$ cat src/verilog/pmic_cfg_pkg.sv
// constants for the output, clock pin and power-ok configuration bank
package pmic_cfg_pkg;
    // register offsets
    localparam logic [7:0] GEN_OUT_CTRL_ADDR = 8'h12;
    localparam logic [7:0] SETUP_ADDR = 8'h13;
    localparam logic [7:0] EXT_CLK_CTRL_ADDR = 8'h14;
    localparam logic [7:0] POWER_OK_CTRL_ADDR = 8'h15;
    // reset values
    localparam logic [7:0] GEN_OUT_CTRL_RST = 8'h00;
    localparam logic [7:0] SETUP_RST = 8'h00;
    localparam logic [7:0] EXT_CLK_CTRL_RST = 8'h00;
    localparam logic [7:0] POWER_OK_CTRL_RST = 8'h00;
    // writable masks, reserved bits of the output control read zero
    localparam logic [7:0] GEN_OUT_CTRL_WMASK = 8'h77;
    // general output control fields
    localparam int OUT_B_DRIVE_BIT = 6;
    localparam int OUT_B_GATING_BIT = 5;
    localparam int OUT_B_LEVEL_BIT = 4;
    localparam int OUT_A_DRIVE_BIT = 2;
    localparam int OUT_A_GATING_BIT = 1;
    localparam int OUT_A_LEVEL_BIT = 0;
    // setup fields
    localparam int START_STEP_BIT = 6;
    localparam int STOP_STEP_BIT = 5;
    localparam int PIN_FUNCTION_BIT = 4;
    localparam int SHARED_PD_BIT = 3;
    localparam int ENABLE_PD_BIT = 2;
    localparam int THERMAL_LEVEL_BIT = 1;
    localparam int SPREAD_BIT = 0;
    // external clock control fields
    localparam int PLL_ENABLE_BIT = 6;
    localparam int RATE_CODE_MSB = 4;
    localparam int RATE_CODE_LSB = 0;
    localparam logic [4:0] RATE_CODE_MAX = 5'h17;
    // power-ok control fields
    localparam int POK_POLARITY_BIT = 7;
    localparam int POK_DRIVE_BIT = 6;
    localparam int POK_WINDOW_BIT = 4;
    localparam int POK_SRC_B_BIT = 1;
    localparam int POK_SRC_A_BIT = 0;
    // timing
    localparam int CLK_PERIOD_NS = 50;
    localparam int DELAY_STEP_NS = 500000;
    localparam int DELAY_STEP_CYCLES =
        (DELAY_STEP_NS + CLK_PERIOD_NS - 1) / CLK_PERIOD_NS;
endpackage

$ cat src/verilog/pin_sync.sv
// three-stage synchroniser with agreement filter for pin inputs
`timescale 1ns/100ps
module pin_sync #(
    parameter int WIDTH = 1
) (
    input wire logic i_sys_clk,
    input wire logic i_sys_rst,
    input wire logic [WIDTH-1:0] i_async,
    output logic [WIDTH-1:0] o_sync
);
    logic [WIDTH-1:0] s1_q, s2_q, s3_q, out_q, out_d;

    always_comb begin
        // a change counts only once stages two and three agree
        out_d = out_q;
        for (int i = 0; i < WIDTH; i++) begin
            if (s2_q[i] == s3_q[i]) begin
                out_d[i] = s3_q[i];
            end
        end
    end

    always_ff @(posedge i_sys_clk) begin
        if (i_sys_rst) begin
            s1_q <= '0;
            s2_q <= '0;
            s3_q <= '0;
            out_q <= '0;
        end else begin
            s1_q <= i_async;
            s2_q <= s1_q;
            s3_q <= s2_q;
            out_q <= out_d;
        end
    end

    assign o_sync = out_q;
endmodule

$ cat src/verilog/step_delay.sv
// follows an enable level after a coded start-up or shutdown delay
`timescale 1ns/100ps
module step_delay #(
    parameter int STEP_CYCLES = pmic_cfg_pkg::DELAY_STEP_CYCLES
) (
    input wire logic i_sys_clk,
    input wire logic i_sys_rst,
    input wire logic i_target,
    input wire logic [3:0] i_start_code,
    input wire logic [3:0] i_stop_code,
    input wire logic i_start_long,
    input wire logic i_stop_long,
    output logic o_level
);
    localparam int DW = $clog2(STEP_CYCLES + 1);
    typedef enum logic {ST_STEADY, ST_COUNT} state_type;
    state_type state_q, state_d;
    logic [DW-1:0] div_q, div_d;
    logic [4:0] steps_q, steps_d, limit;
    logic level_q, level_d;

    always_comb begin
        // long range doubles the count of half-millisecond steps
        if (i_target) begin
            limit = i_start_long ? {i_start_code, 1'b0} : {1'b0, i_start_code};
        end else begin
            limit = i_stop_long ? {i_stop_code, 1'b0} : {1'b0, i_stop_code};
        end
        state_d = state_q;
        div_d = div_q;
        steps_d = steps_q;
        level_d = level_q;
        case (state_q)
            ST_STEADY: begin
                div_d = '0;
                steps_d = '0;
                if (i_target != level_q) begin
                    if (limit == 5'h00) begin
                        level_d = i_target;
                    end else begin
                        state_d = ST_COUNT;
                    end
                end
            end
            ST_COUNT: begin
                // a reverted enable abandons the pending edge
                if (i_target == level_q) begin
                    state_d = ST_STEADY;
                end else if (div_q == DW'(STEP_CYCLES - 1)) begin
                    div_d = '0;
                    steps_d = steps_q + 5'h01;
                    if (steps_q + 5'h01 >= limit) begin
                        level_d = i_target;
                        state_d = ST_STEADY;
                    end
                end else begin
                    div_d = div_q + DW'(1);
                end
            end
            default: state_d = ST_STEADY;
        endcase
    end

    always_ff @(posedge i_sys_clk) begin
        if (i_sys_rst) begin
            state_q <= ST_STEADY;
            div_q <= '0;
            steps_q <= '0;
            level_q <= 1'b0;
        end else begin
            state_q <= state_d;
            div_q <= div_d;
            steps_q <= steps_d;
            level_q <= level_d;
        end
    end

    assign o_level = level_q;
endmodule

$ cat src/verilog/pmic_cfg_bank.sv
// configuration bank for general outputs, clock pin, pll and power-ok
// Summary of operation
// - bit 6 picks output b drive: push-pull or open-drain
// - bit 5 gates output b level with the enable pin when set
// - bit 4 sets output b high or low when pin is an output
// - bit 2 picks output a drive: push-pull or open-drain
// - bit 1 gates output a level with the enable pin when set
// - bit 0 sets output a high or low
// - start-up step select: half millisecond steps or one millisecond steps
// - shutdown step select at bit 5: half or one millisecond steps
// - bit 4 makes shared pin output b or external clock input
// - bit 3 enables shared pin pull-down, in either pin function
// - bit 2 enables the enable pin pull-down
// - thermal warning threshold: 125 C when zero, 137 C when one
// - bit 0 turns spread spectrum on
// - pll enable: off uses rc oscillator, on uses external clock if present
// - with pll on, pulse an event on external clock appear or vanish
// - polarity bit 7: power-ok high or low when outputs valid
// - bit 6 picks power-ok drive: push-pull or open-drain
// - bit 4: undervoltage only, or over- and undervoltage checked
// - bit 1 includes regulator b in power-ok
// - bit 0 includes regulator a in power-ok
// - gated general outputs rise after their coded start-up delay from enable
`timescale 1ns/100ps
module pmic_cfg_bank #(
    parameter int STEP_CYCLES = pmic_cfg_pkg::DELAY_STEP_CYCLES
) (
    input wire logic i_sys_clk,
    input wire logic i_sys_rst,
    input wire logic [7:0] i_reg_addr,
    input wire logic [7:0] i_reg_wdata,
    input wire logic i_reg_we,
    output logic [7:0] o_reg_rdata,
    input wire logic i_enable_pin,
    input wire logic i_ext_clock_present,
    input wire logic i_reg_a_uv_ok,
    input wire logic i_reg_a_ov_ok,
    input wire logic i_reg_b_uv_ok,
    input wire logic i_reg_b_ov_ok,
    input wire logic i_die_above_125,
    input wire logic i_die_above_137,
    input wire logic [3:0] i_out_a_start_code,
    input wire logic [3:0] i_out_a_stop_code,
    input wire logic [3:0] i_out_b_start_code,
    input wire logic [3:0] i_out_b_stop_code,
    output logic o_general_output_a,
    output logic o_general_output_a_oe_n,
    output logic o_general_output_b,
    output logic o_general_output_b_oe_n,
    output logic o_ext_clock_pin_is_clock,
    output logic o_shared_pin_pulldown,
    output logic o_enable_pin_pulldown,
    output logic o_thermal_warn,
    output logic o_spread_spectrum_on,
    output logic o_pll_on,
    output logic o_use_ext_clock,
    output logic [4:0] o_ext_clock_rate_code,
    output logic o_ext_clock_event,
    output logic o_power_ok_output,
    output logic o_power_ok_output_oe_n
);
    logic [7:0] gen_ctrl_q, gen_ctrl_d, setup_q, setup_d;
    logic [7:0] clk_ctrl_q, clk_ctrl_d, pok_ctrl_q, pok_ctrl_d;
    logic [7:0] rdata_q, rdata_d;
    logic [6:0] sync_in, sync_out;
    logic en_s, clk_s, a_uv, a_ov, b_uv, b_ov, hot125, hot137;
    logic clk_seen_q, clk_seen_d, event_q, event_d;
    logic dly_a, dly_b;
    logic out_a_d, out_a_q, out_a_oen_d, out_a_oen_q;
    logic out_b_d, out_b_q, out_b_oen_d, out_b_oen_q;
    logic pok_d, pok_q, pok_oen_d, pok_oen_q, warn_d, warn_q;
    logic ok_a, ok_b, pok_valid;

    // every analog or pin status crosses into the clock domain here
    assign sync_in = {i_enable_pin, i_ext_clock_present, i_reg_a_uv_ok,
                      i_reg_a_ov_ok, i_reg_b_uv_ok, i_reg_b_ov_ok,
                      i_die_above_125};
    pin_sync #(.WIDTH(7)) u_sync (
        .i_sys_clk(i_sys_clk),
        .i_sys_rst(i_sys_rst),
        .i_async(sync_in),
        .o_sync(sync_out)
    );
    pin_sync #(.WIDTH(1)) u_sync_hot (
        .i_sys_clk(i_sys_clk),
        .i_sys_rst(i_sys_rst),
        .i_async(i_die_above_137),
        .o_sync(hot137)
    );
    assign {en_s, clk_s, a_uv, a_ov, b_uv, b_ov, hot125} = sync_out;

    // register writes; reserved output-control bits stay zero
    always_comb begin
        gen_ctrl_d = gen_ctrl_q;
        setup_d = setup_q;
        clk_ctrl_d = clk_ctrl_q;
        pok_ctrl_d = pok_ctrl_q;
        if (i_reg_we) begin
            case (i_reg_addr)
                pmic_cfg_pkg::GEN_OUT_CTRL_ADDR:
                    gen_ctrl_d = i_reg_wdata
                               & pmic_cfg_pkg::GEN_OUT_CTRL_WMASK;
                pmic_cfg_pkg::SETUP_ADDR: setup_d = i_reg_wdata;
                // reserved bit 5 is stored as written
                pmic_cfg_pkg::EXT_CLK_CTRL_ADDR: clk_ctrl_d = i_reg_wdata;
                pmic_cfg_pkg::POWER_OK_CTRL_ADDR: pok_ctrl_d = i_reg_wdata;
                default: ;
            endcase
        end
        case (i_reg_addr)
            pmic_cfg_pkg::GEN_OUT_CTRL_ADDR: rdata_d = gen_ctrl_q;
            pmic_cfg_pkg::SETUP_ADDR: rdata_d = setup_q;
            pmic_cfg_pkg::EXT_CLK_CTRL_ADDR: rdata_d = clk_ctrl_q;
            pmic_cfg_pkg::POWER_OK_CTRL_ADDR: rdata_d = pok_ctrl_q;
            default: rdata_d = 8'h00;
        endcase
    end

    always_ff @(posedge i_sys_clk) begin
        if (i_sys_rst) begin
            gen_ctrl_q <= pmic_cfg_pkg::GEN_OUT_CTRL_RST;
            setup_q <= pmic_cfg_pkg::SETUP_RST;
            clk_ctrl_q <= pmic_cfg_pkg::EXT_CLK_CTRL_RST;
            pok_ctrl_q <= pmic_cfg_pkg::POWER_OK_CTRL_RST;
            rdata_q <= 8'h00;
        end else begin
            gen_ctrl_q <= gen_ctrl_d;
            setup_q <= setup_d;
            clk_ctrl_q <= clk_ctrl_d;
            pok_ctrl_q <= pok_ctrl_d;
            rdata_q <= rdata_d;
        end
    end
    assign o_reg_rdata = rdata_q;

    // enable pin delayed per output, step range from setup
    step_delay #(.STEP_CYCLES(STEP_CYCLES)) u_dly_a (
        .i_sys_clk(i_sys_clk),
        .i_sys_rst(i_sys_rst),
        .i_target(en_s),
        .i_start_code(i_out_a_start_code),
        .i_stop_code(i_out_a_stop_code),
        .i_start_long(setup_q[pmic_cfg_pkg::START_STEP_BIT]),
        .i_stop_long(setup_q[pmic_cfg_pkg::STOP_STEP_BIT]),
        .o_level(dly_a)
    );
    step_delay #(.STEP_CYCLES(STEP_CYCLES)) u_dly_b (
        .i_sys_clk(i_sys_clk),
        .i_sys_rst(i_sys_rst),
        .i_target(en_s),
        .i_start_code(i_out_b_start_code),
        .i_stop_code(i_out_b_stop_code),
        .i_start_long(setup_q[pmic_cfg_pkg::START_STEP_BIT]),
        .i_stop_long(setup_q[pmic_cfg_pkg::STOP_STEP_BIT]),
        .o_level(dly_b)
    );

    // pin drivers: open-drain releases on high, oe_n low means driving
    always_comb begin
        out_a_d = gen_ctrl_q[pmic_cfg_pkg::OUT_A_LEVEL_BIT];
        if (gen_ctrl_q[pmic_cfg_pkg::OUT_A_GATING_BIT]) begin
            out_a_d = out_a_d & dly_a;
        end
        out_a_oen_d = gen_ctrl_q[pmic_cfg_pkg::OUT_A_DRIVE_BIT]
                    & out_a_d;
        out_b_d = gen_ctrl_q[pmic_cfg_pkg::OUT_B_LEVEL_BIT];
        if (gen_ctrl_q[pmic_cfg_pkg::OUT_B_GATING_BIT]) begin
            out_b_d = out_b_d & dly_b;
        end
        out_b_oen_d = gen_ctrl_q[pmic_cfg_pkg::OUT_B_DRIVE_BIT]
                    & out_b_d;
        // as a clock input the shared pin is never driven
        if (setup_q[pmic_cfg_pkg::PIN_FUNCTION_BIT]) begin
            out_b_d = 1'b0;
            out_b_oen_d = 1'b1;
        end
        ok_a = a_uv
             & (a_ov | ~pok_ctrl_q[pmic_cfg_pkg::POK_WINDOW_BIT]);
        ok_b = b_uv
             & (b_ov | ~pok_ctrl_q[pmic_cfg_pkg::POK_WINDOW_BIT]);
        pok_valid =
            (ok_a | ~pok_ctrl_q[pmic_cfg_pkg::POK_SRC_A_BIT])
            & (ok_b | ~pok_ctrl_q[pmic_cfg_pkg::POK_SRC_B_BIT]);
        pok_d = pok_valid
              ^ pok_ctrl_q[pmic_cfg_pkg::POK_POLARITY_BIT];
        pok_oen_d = pok_ctrl_q[pmic_cfg_pkg::POK_DRIVE_BIT] & pok_d;
        warn_d = setup_q[pmic_cfg_pkg::THERMAL_LEVEL_BIT]
               ? hot137 : hot125;
        // edge of presence only counts while the pll is enabled
        clk_seen_d = clk_s;
        event_d = clk_ctrl_q[pmic_cfg_pkg::PLL_ENABLE_BIT]
                & (clk_s != clk_seen_q);
    end

    always_ff @(posedge i_sys_clk) begin
        if (i_sys_rst) begin
            out_a_q <= 1'b0;
            out_a_oen_q <= 1'b0;
            out_b_q <= 1'b0;
            out_b_oen_q <= 1'b0;
            pok_q <= 1'b0;
            pok_oen_q <= 1'b0;
            warn_q <= 1'b0;
            clk_seen_q <= 1'b0;
            event_q <= 1'b0;
        end else begin
            out_a_q <= out_a_d;
            out_a_oen_q <= out_a_oen_d;
            out_b_q <= out_b_d;
            out_b_oen_q <= out_b_oen_d;
            pok_q <= pok_d;
            pok_oen_q <= pok_oen_d;
            warn_q <= warn_d;
            clk_seen_q <= clk_seen_d;
            event_q <= event_d;
        end
    end

    assign o_general_output_a = out_a_q;
    assign o_general_output_a_oe_n = out_a_oen_q;
    assign o_general_output_b = out_b_q;
    assign o_general_output_b_oe_n = out_b_oen_q;
    assign o_power_ok_output = pok_q;
    assign o_power_ok_output_oe_n = pok_oen_q;
    assign o_thermal_warn = warn_q;
    assign o_ext_clock_event = event_q;
    assign o_ext_clock_pin_is_clock =
        setup_q[pmic_cfg_pkg::PIN_FUNCTION_BIT];
    assign o_shared_pin_pulldown =
        setup_q[pmic_cfg_pkg::SHARED_PD_BIT];
    assign o_enable_pin_pulldown =
        setup_q[pmic_cfg_pkg::ENABLE_PD_BIT];
    assign o_spread_spectrum_on = setup_q[pmic_cfg_pkg::SPREAD_BIT];
    assign o_pll_on = clk_ctrl_q[pmic_cfg_pkg::PLL_ENABLE_BIT];
    assign o_use_ext_clock = o_pll_on & clk_s;
    // reserved codes above the maximum are passed unchecked
    assign o_ext_clock_rate_code =
        clk_ctrl_q[pmic_cfg_pkg::RATE_CODE_MSB:pmic_cfg_pkg::RATE_CODE_LSB];

    property p_out_a_level;
        @(posedge i_sys_clk) disable iff (i_sys_rst)
        !gen_ctrl_q[pmic_cfg_pkg::OUT_A_GATING_BIT] |=>
            o_general_output_a == $past(gen_ctrl_q[0]);
    endproperty
    a_out_a_level: assert property (p_out_a_level)
        else $error("output a does not follow its level bit");

    property p_out_a_gate;
        @(posedge i_sys_clk) disable iff (i_sys_rst)
        (gen_ctrl_q[pmic_cfg_pkg::OUT_A_GATING_BIT] && !dly_a) |=>
            !o_general_output_a;
    endproperty
    a_out_a_gate: assert property (p_out_a_gate)
        else $error("gated output a high while delayed enable low");

    property p_out_b_gate;
        @(posedge i_sys_clk) disable iff (i_sys_rst)
        (!setup_q[pmic_cfg_pkg::PIN_FUNCTION_BIT]
         && gen_ctrl_q[pmic_cfg_pkg::OUT_B_GATING_BIT]) |=>
            o_general_output_b == ($past(gen_ctrl_q[4]) & $past(dly_b));
    endproperty
    a_out_b_gate: assert property (p_out_b_gate)
        else $error("gated output b is not level and enable");

    property p_out_a_od;
        @(posedge i_sys_clk) disable iff (i_sys_rst)
        (gen_ctrl_q[pmic_cfg_pkg::OUT_A_DRIVE_BIT] && out_a_d) |=>
            o_general_output_a_oe_n;
    endproperty
    a_out_a_od: assert property (p_out_a_od)
        else $error("open-drain output a drives high");

    property p_clk_pin_free;
        @(posedge i_sys_clk) disable iff (i_sys_rst)
        setup_q[pmic_cfg_pkg::PIN_FUNCTION_BIT] |=> o_general_output_b_oe_n;
    endproperty
    a_clk_pin_free: assert property (p_clk_pin_free)
        else $error("shared pin driven while a clock input");

    property p_pok_value;
        @(posedge i_sys_clk) disable iff (i_sys_rst)
        1'b1 |=> o_power_ok_output
            == ($past(pok_valid) ^ $past(pok_ctrl_q[7]));
    endproperty
    a_pok_value: assert property (p_pok_value)
        else $error("power-ok level wrong for polarity");

    property p_pok_fail_a;
        @(posedge i_sys_clk) disable iff (i_sys_rst)
        (pok_ctrl_q[pmic_cfg_pkg::POK_SRC_A_BIT] && !a_uv) |-> !pok_valid;
    endproperty
    a_pok_fail_a: assert property (p_pok_fail_a)
        else $error("power-ok valid with failing selected regulator a");

    property p_clk_event;
        @(posedge i_sys_clk) disable iff (i_sys_rst)
        (o_pll_on && $changed(clk_s)) |=> o_ext_clock_event;
    endproperty
    a_clk_event: assert property (p_clk_event)
        else $error("no event on external clock change");

    property p_no_event_off;
        @(posedge i_sys_clk) disable iff (i_sys_rst)
        !o_pll_on |=> !o_ext_clock_event;
    endproperty
    a_no_event_off: assert property (p_no_event_off)
        else $error("clock event raised with pll disabled");

    property p_warn_sel;
        @(posedge i_sys_clk) disable iff (i_sys_rst)
        (setup_q[pmic_cfg_pkg::THERMAL_LEVEL_BIT] && hot137)
            |=> o_thermal_warn;
    endproperty
    a_warn_sel: assert property (p_warn_sel)
        else $error("high threshold warning missed");
endmodule

$ cat config.mk
export PLATFORM = sky130hd
export DESIGN_NAME = pmic_cfg_bank
export DESIGN_NICKNAME = d
export VERILOG_FILES = /design/src/verilog/pmic_cfg_pkg.sv /design/src/verilog/pin_sync.sv /design/src/verilog/step_delay.sv /design/src/verilog/pmic_cfg_bank.sv
export SDC_FILE = /design/constraint.sdc
export NUM_CORES = 1
export LEC_CHECK = 0
export ABC_AREA = 1
export ABC_CLOCK_PERIOD_IN_PS = 2200
export BUFFER_PORTS_ARGS = -buffer_cell sky130_fd_sc_hd__buf_2
export CORE_MARGIN = 10
export CORE_UTILIZATION = 40
export CTS_BUF_LIST = sky130_fd_sc_hd__clkbuf_16
export CTS_CLUSTER_DIAMETER = 50
export DETAILED_ROUTE_END_ITERATION = 16
export GPL_TIMING_DRIVEN = 0
export HOLD_SLACK_MARGIN = 0.15
export PLACE_DENSITY_LB_ADDON = 0.12
export SYNTH_ARGS = -nofsm -noshare
export SYNTH_HDL_FRONTEND = slang
export SYNTH_SLANG_ARGS = --single-unit
$ cat constraint.sdc
create_clock -name i_sys_clk -period 2.2 [get_ports i_sys_clk]
set_input_delay 0.22 -clock i_sys_clk [delete_from_list [all_inputs] [get_ports i_sys_clk]]
set_output_delay 0.22 -clock i_sys_clk [all_outputs]
set_load 0.02 [all_outputs]
# After elaboration in Yosys (flattened, before gate mapping)
# Cells that the tools add are included.
# totals
latchBits	0
mem_bits_ro	0
mem_count	0
ram_bits	0
ff_bits	121
input_bits	43
# op_classes
n_mux	47
n_shift	0
multipliers	0
bitwise_logic	20
addsub	4
n_reduce_logical	11
n_div	0
n_eq_ne	29
order_cmp	2
# op_table
operator	count
$mux W14	4
$pmux W14 S2	2
$mux W5	10
$eq A8 B5 Y1 const B	4
$pmux W8 S4	1
$add A14 B1 Y14 const B	2
$eq A14 B14 Y1 const B	2
$mux W1	24
$pmux W5 S2	2
$ne A2 B2 Y1 const B	6
$reduce_and A2 Y1	6
$add A5 B1 Y5 const B	2
$and A1 B1 Y1	10
$eq A1 B1 Y1	10
$ge A5 B5 Y1	2
$logic_not A5 Y1	2
$reduce_and A5 Y1	2
$ne A2 B1 Y1 const B	4
$pmux W1 S2	4
$not A1 Y1	5
$or A1 B1 Y1	4
$ne A1 B1 Y1	3
$reduce_or A2 Y1	1
$xor A1 B1 Y1	1

# Longest topological paths before layout
# logic_depth
depth_word	7
mapped_depth	16
mapped_depth_nobuf	15

# Cells and area by module
# A second synthesis with hierarchy kept.
# hier_totals
hier_cells	845
area_unflattened_um2	6144.6
# by_module_without_submodules
mod	n_inst	cells_each	area_each_um2
step_delay	2	227	1535.2
pmic_cfg_bank	1	284	2112.0
pin_sync (u_sync)	1	94	840.8
pin_sync (u_sync_hot)	1	13	121.4

# Worst setup path before layout
# Ideal clock, no wire load.
# synth_timing
kind	flip-flop to flip-flop
startpoint	register u_dly_b.steps_q[0]
endpoint	register u_dly_b.level_q, in the netlist u_dly_b.o_level
setup_slack_ps	415
setup_time_ps	114
stages_incl_launch_ff	14
synth_period_minus_slack_ps	1785
arrival_ps	1672
path_buffers	0
cell_sequence	dfxtp_1 -> ha_1 -> nand3_1 -> xor2_1 -> ha_1 -> nand2_1 -> inv_1 -> nand2_1 -> nor2_1 -> nor2_1 -> a21oi_1 -> nand2_1 -> nand3_1 -> nand2_1
# synth_via
elab_chain_cells	4
# synth_rtl
item	line_no	text
start: declaration	step_delay.sv:19	logic [4:0] steps_q, steps_d, limit;
start signal: assignment	step_delay.sv:73	steps_q <= steps_d;
$add A5 B1 Y5	step_delay.sv:52	if (steps_q + 5'h01 >= limit) begin
$ge A5 B5 Y1	step_delay.sv:52	
$ne A2 B2 Y1 (no line)	--	
$reduce_and A5 Y1 (no line)	--	
end signal: assignment	step_delay.sv:74	level_q <= level_d;
end: declaration	step_delay.sv:20	logic level_q, level_d;
# No other way between the ends.
# A chain may end at the register's enable or synchronous reset.

# Final worst setup path
# layout_timing
startpoint	register setup_q[5]
endpoint	register u_dly_b.level_q, in the netlist u_dly_b.o_level
# layout_via
elab_chain_cells	5
# layout_rtl
item	line_no	text
start: declaration	pmic_cfg_bank.sv:62	logic [7:0] gen_ctrl_q, gen_ctrl_d, setup_q, setup_d;
start signal: assignment	pmic_cfg_bank.sv:122	setup_q <= pmic_cfg_pkg::SETUP_RST;
start signal: assignment	pmic_cfg_bank.sv:128	setup_q <= setup_d;
$mux W5 (*)	step_delay.sv:27	limit = i_stop_long ? {i_stop_code, 1'b0} : {1'b0, i_stop_code};
$mux W5 (*)	step_delay.sv:24	if (i_target) begin
$ge A5 B5 Y1 / $logic_not A5 Y1 (equally long branches)	step_delay.sv:52, step_delay.sv:38	
$ne A2 B2 Y1 (no line) / $ne A2 B1 Y1 (equally long branches)	--	
$reduce_and A5 Y1 (no line) (*)	--	
# Mark *: on every way between the ends. The rest lies on a longest branch, timed or not.

==> run metrics <==
initial antenna violation count=0; Critical-path top delay cell=dfxtp_1; dominant cells by area after synthesis=dfxtp_1 42%, nand2_1 8.3%, inv_1 7.0%; setup TNS=0 ns; Comb pwr share=~4.2%; Arrival @ worst endpoint=2.26 ns; Post-Syn Nets=817; Die ar.=0.0195 sq mm; Pint=3.82 mW; Worst Setup Start Kind=register; vias in the first global route=5,074; Pwr Density=706 mW/mm^2; crit path kind=reg -> reg; Clock Latency Late Sink=0.42 ns; Routed WL=14,200 microns; Max VDD drop=0.554 mV; MaxCap Viol Count=0; Initial Util=41.0%; clk slew on worst S/H paths=0.05 ns; DR vias/cell=just under 5; Pre-antenna DRT Iters=4; Final Core Density=50.1%; Syn. warnings=0; Port-buffer cells=just under 70; Vert. Die Dim=140 microns; # nets final=920; sw frac=between 20% and 30%; initial drt markers=257; relative slew slack=58.6%; core area=0.0139 sq mm; worst-case clock skew=0.00665 ns; most frequent CP cell=nand2_1; CTS buffer count=17; period utilization=around nine tenths; dpl hpwl=10,700 microns; #FFs+latches synth=121; CP Max Fanout=10; worst min path class=in -> reg; CP peak stage delay=roughly 0.3 ns; total leakage power=2.98 nW; CTS max path bufs=2; Max Slew Vio Count=0; Synth top area share=42.4%; Worst Max-Slew Pin Slew=slightly above 0.6 ns; final setup fails=0; routability-driven placement congestion ratio=roughly 0.86; total gr overflow=0; RSZ-0062 raised after global routing=false; clk sinks=121; Die X=140 microns; area growth from synthesis to layout=22.1%; layout cells sized above 1=18.5%; via count=5,139; fraction of registers with async set/reset=0%; Hold Violations, Final=0; drc violations=0; CTS tree=yes; syn avg cell area=7.52 sq um; sequential power share=45.1%; EDFF count, synth=0; Synth Flop Type=dfxtp_1; Synth top cells by count=127 x nand2_1, 121 x dfxtp_1, 107 x inv_1; clock power share=50.7%; outcome=complete, no violations; Psw=1.11 mW; ant diodes=0; Mapped Area=0.00572 sq mm; min cycle time layout=1.96 ns; maximum clock rate=0.510 GHz; WL per Instance=13.4 microns; sequential share of the synthesized area=a little over two fifths; CTS H-tree lvls=4; crit-path cells=buf_4, inv_2, buf_6, nor2_1, a21oi_2, ha_1, nand2_1, inv_1, nand2_1, nor2_1, nor2_1, a21oi_1, nand2_1, nand3_1, nand2_1; post-synth cell types=48; largest net degree at the start of global routing=17; IO Pins=70; Total GRT Usage=about 15%; post-route ant nets=0; Clock Tree Root=clkbuf_16; CP required=2.50 ns; Syn Inst Count=760; crit end category=register; most frequent cell after synthesis=nand2_1; final-layout fill cell count=about 1,400; Rows=43; Synth area leader=dfxtp_1; first-pass GRT wire length=23,700 microns
final timing paths:
check                 start              end  slack, ns  depth (start not counted)
min reg2reg  u_sync.s1_q[6]   u_sync.s2_q[6]       0.40                          2
max              setup_q[5]  u_dly_b.o_level       0.24                         15
min                i_reg_we    pok_ctrl_q[5]       0.17                          3
max reg2reg      setup_q[5]  u_dly_b.o_level       0.24                         15
layout by cell type, fill, tap and decap left out, types with 13 or more instances in the layout:
cell type / netlist / layout
a21oi_1: 56 / 56
buf_2: 6 / 74
clkbuf_16: 0 / 17
dfxtp_1: 121 / 119
dlygate4sd3_1: 0 / 16
ha_1: 14 / 14
inv_1: 107 / 109
nand2_1: 127 / 127
nand3_1: 47 / 47
nand4_1: 13 / 13
nor2_1: 99 / 99
o21ai_0: 50 / 50
xor2_1: 13 / 13
layer usage:
| layer | global-route usage, % | part of all wire (%) | up-vias |
|---|---|---|---|
| met1 | 17.7 | 48 | 2377 |
| met3 | 3.64 | 4.4 | 19 |
| li1 | - | - | 2644 |
| met4 | 5.60 | 1.7 | 0 |
| met2 | 24.3 | 46 | 99 |
| met5 | 0 | 0 | - |
per-stage QoR:
stage | instance area, sq um | hold WS (ns) | power (mW) | setup slack, ns | instances
finish | 6980 | 0.172 | 4.93 | 0.241 | 1055
CTS | 6980 | 0.159 | 4.98 | 0.191 | 1055
global route | 6980 | 0.179 | 5.10 | 0.0188 | 1055
detailed placement | 6280 | 0.396 | 2.46 | 0.197 | 1008
floorplan | 5720 | 0.327 | 2.37 | 0.415 | 760
global placement | 6280 | 0.391 | 2.45 | 0.235 | 1008
area by class of cell:
| cell class | instances | area [sq um] | share of cell area, % |
|---|---|---|---|
| well taps | 180 | 225 | 3.23 |
| repair buffers | 84 | 500 | 7.17 |
| plain buffers | 29 | 195 | 2.80 |
| inverters | 117 | 447 | 6.40 |
| flip-flops and latches | 121 | 2420 | 34.7 |
| multi-input cells | 493 | 2650 | 38.0 |
| clock buffers | 17 | 425 | 6.09 |
| clock inverters | 14 | 113 | 1.61 |
critical path, delay by kind of cell (launching register included):
kind                     cells  cell delay [ns]
AO/OA/AOI/OAI                2             0.23
adder cells (fa/ha/maj)      1             0.29
buffers and inverters        4             0.42
flip-flops                   1             0.30
AND/OR/NAND/NOR              8             0.58
power by group through the flow:
stage	Clock (mW)	Sequential, mW	Combinational, mW
2_1_floorplan	0	2.27	0.102
3_3_place_gp	0	2.27	0.183
3_5_place_dp	0	2.27	0.188
4_1_cts	2.55	2.22	0.210
5_1_grt	2.64	2.22	0.236
6_report	2.50	2.22	0.209
flip-flops by register name, summed over array words and instances, names as in the netlist, 7 cells and up:
register,flops
setup_q,8
clk_ctrl_q,8
u_dly_b.div_q,14
u_sync.s1_q,7
u_dly_a.div_q,14
pok_ctrl_q,8
u_sync.s3_q,7
o_reg_rdata,8
u_sync.o_sync,7
u_sync.s2_q,7
kinds of logic (layout without fill, tap and decap cells):
kind of cell | count (synthesis) | after routing | synth area share, %
and+or+nand+nor | 329 | 329 | 27.5
buffers and inverters | 146 | 261 | 11.2
AOI/OAI and AO/OA | 133 | 133 | 12.9
DFF | 121 | 121 | 42.4
xor gates and xnor gates | 17 | 17 | 2.93
adders and majority gates | 14 | 14 | 3.06
timing repair:
action	4_1_cts	5_1_grt
gates resized for setup	0	2
hold buffers	16	0
buffers inserted	0	0
endpoints found under the setup margin	0	3
hold endpoints to repair	27	0
Power figures use the tool's default switching activity.
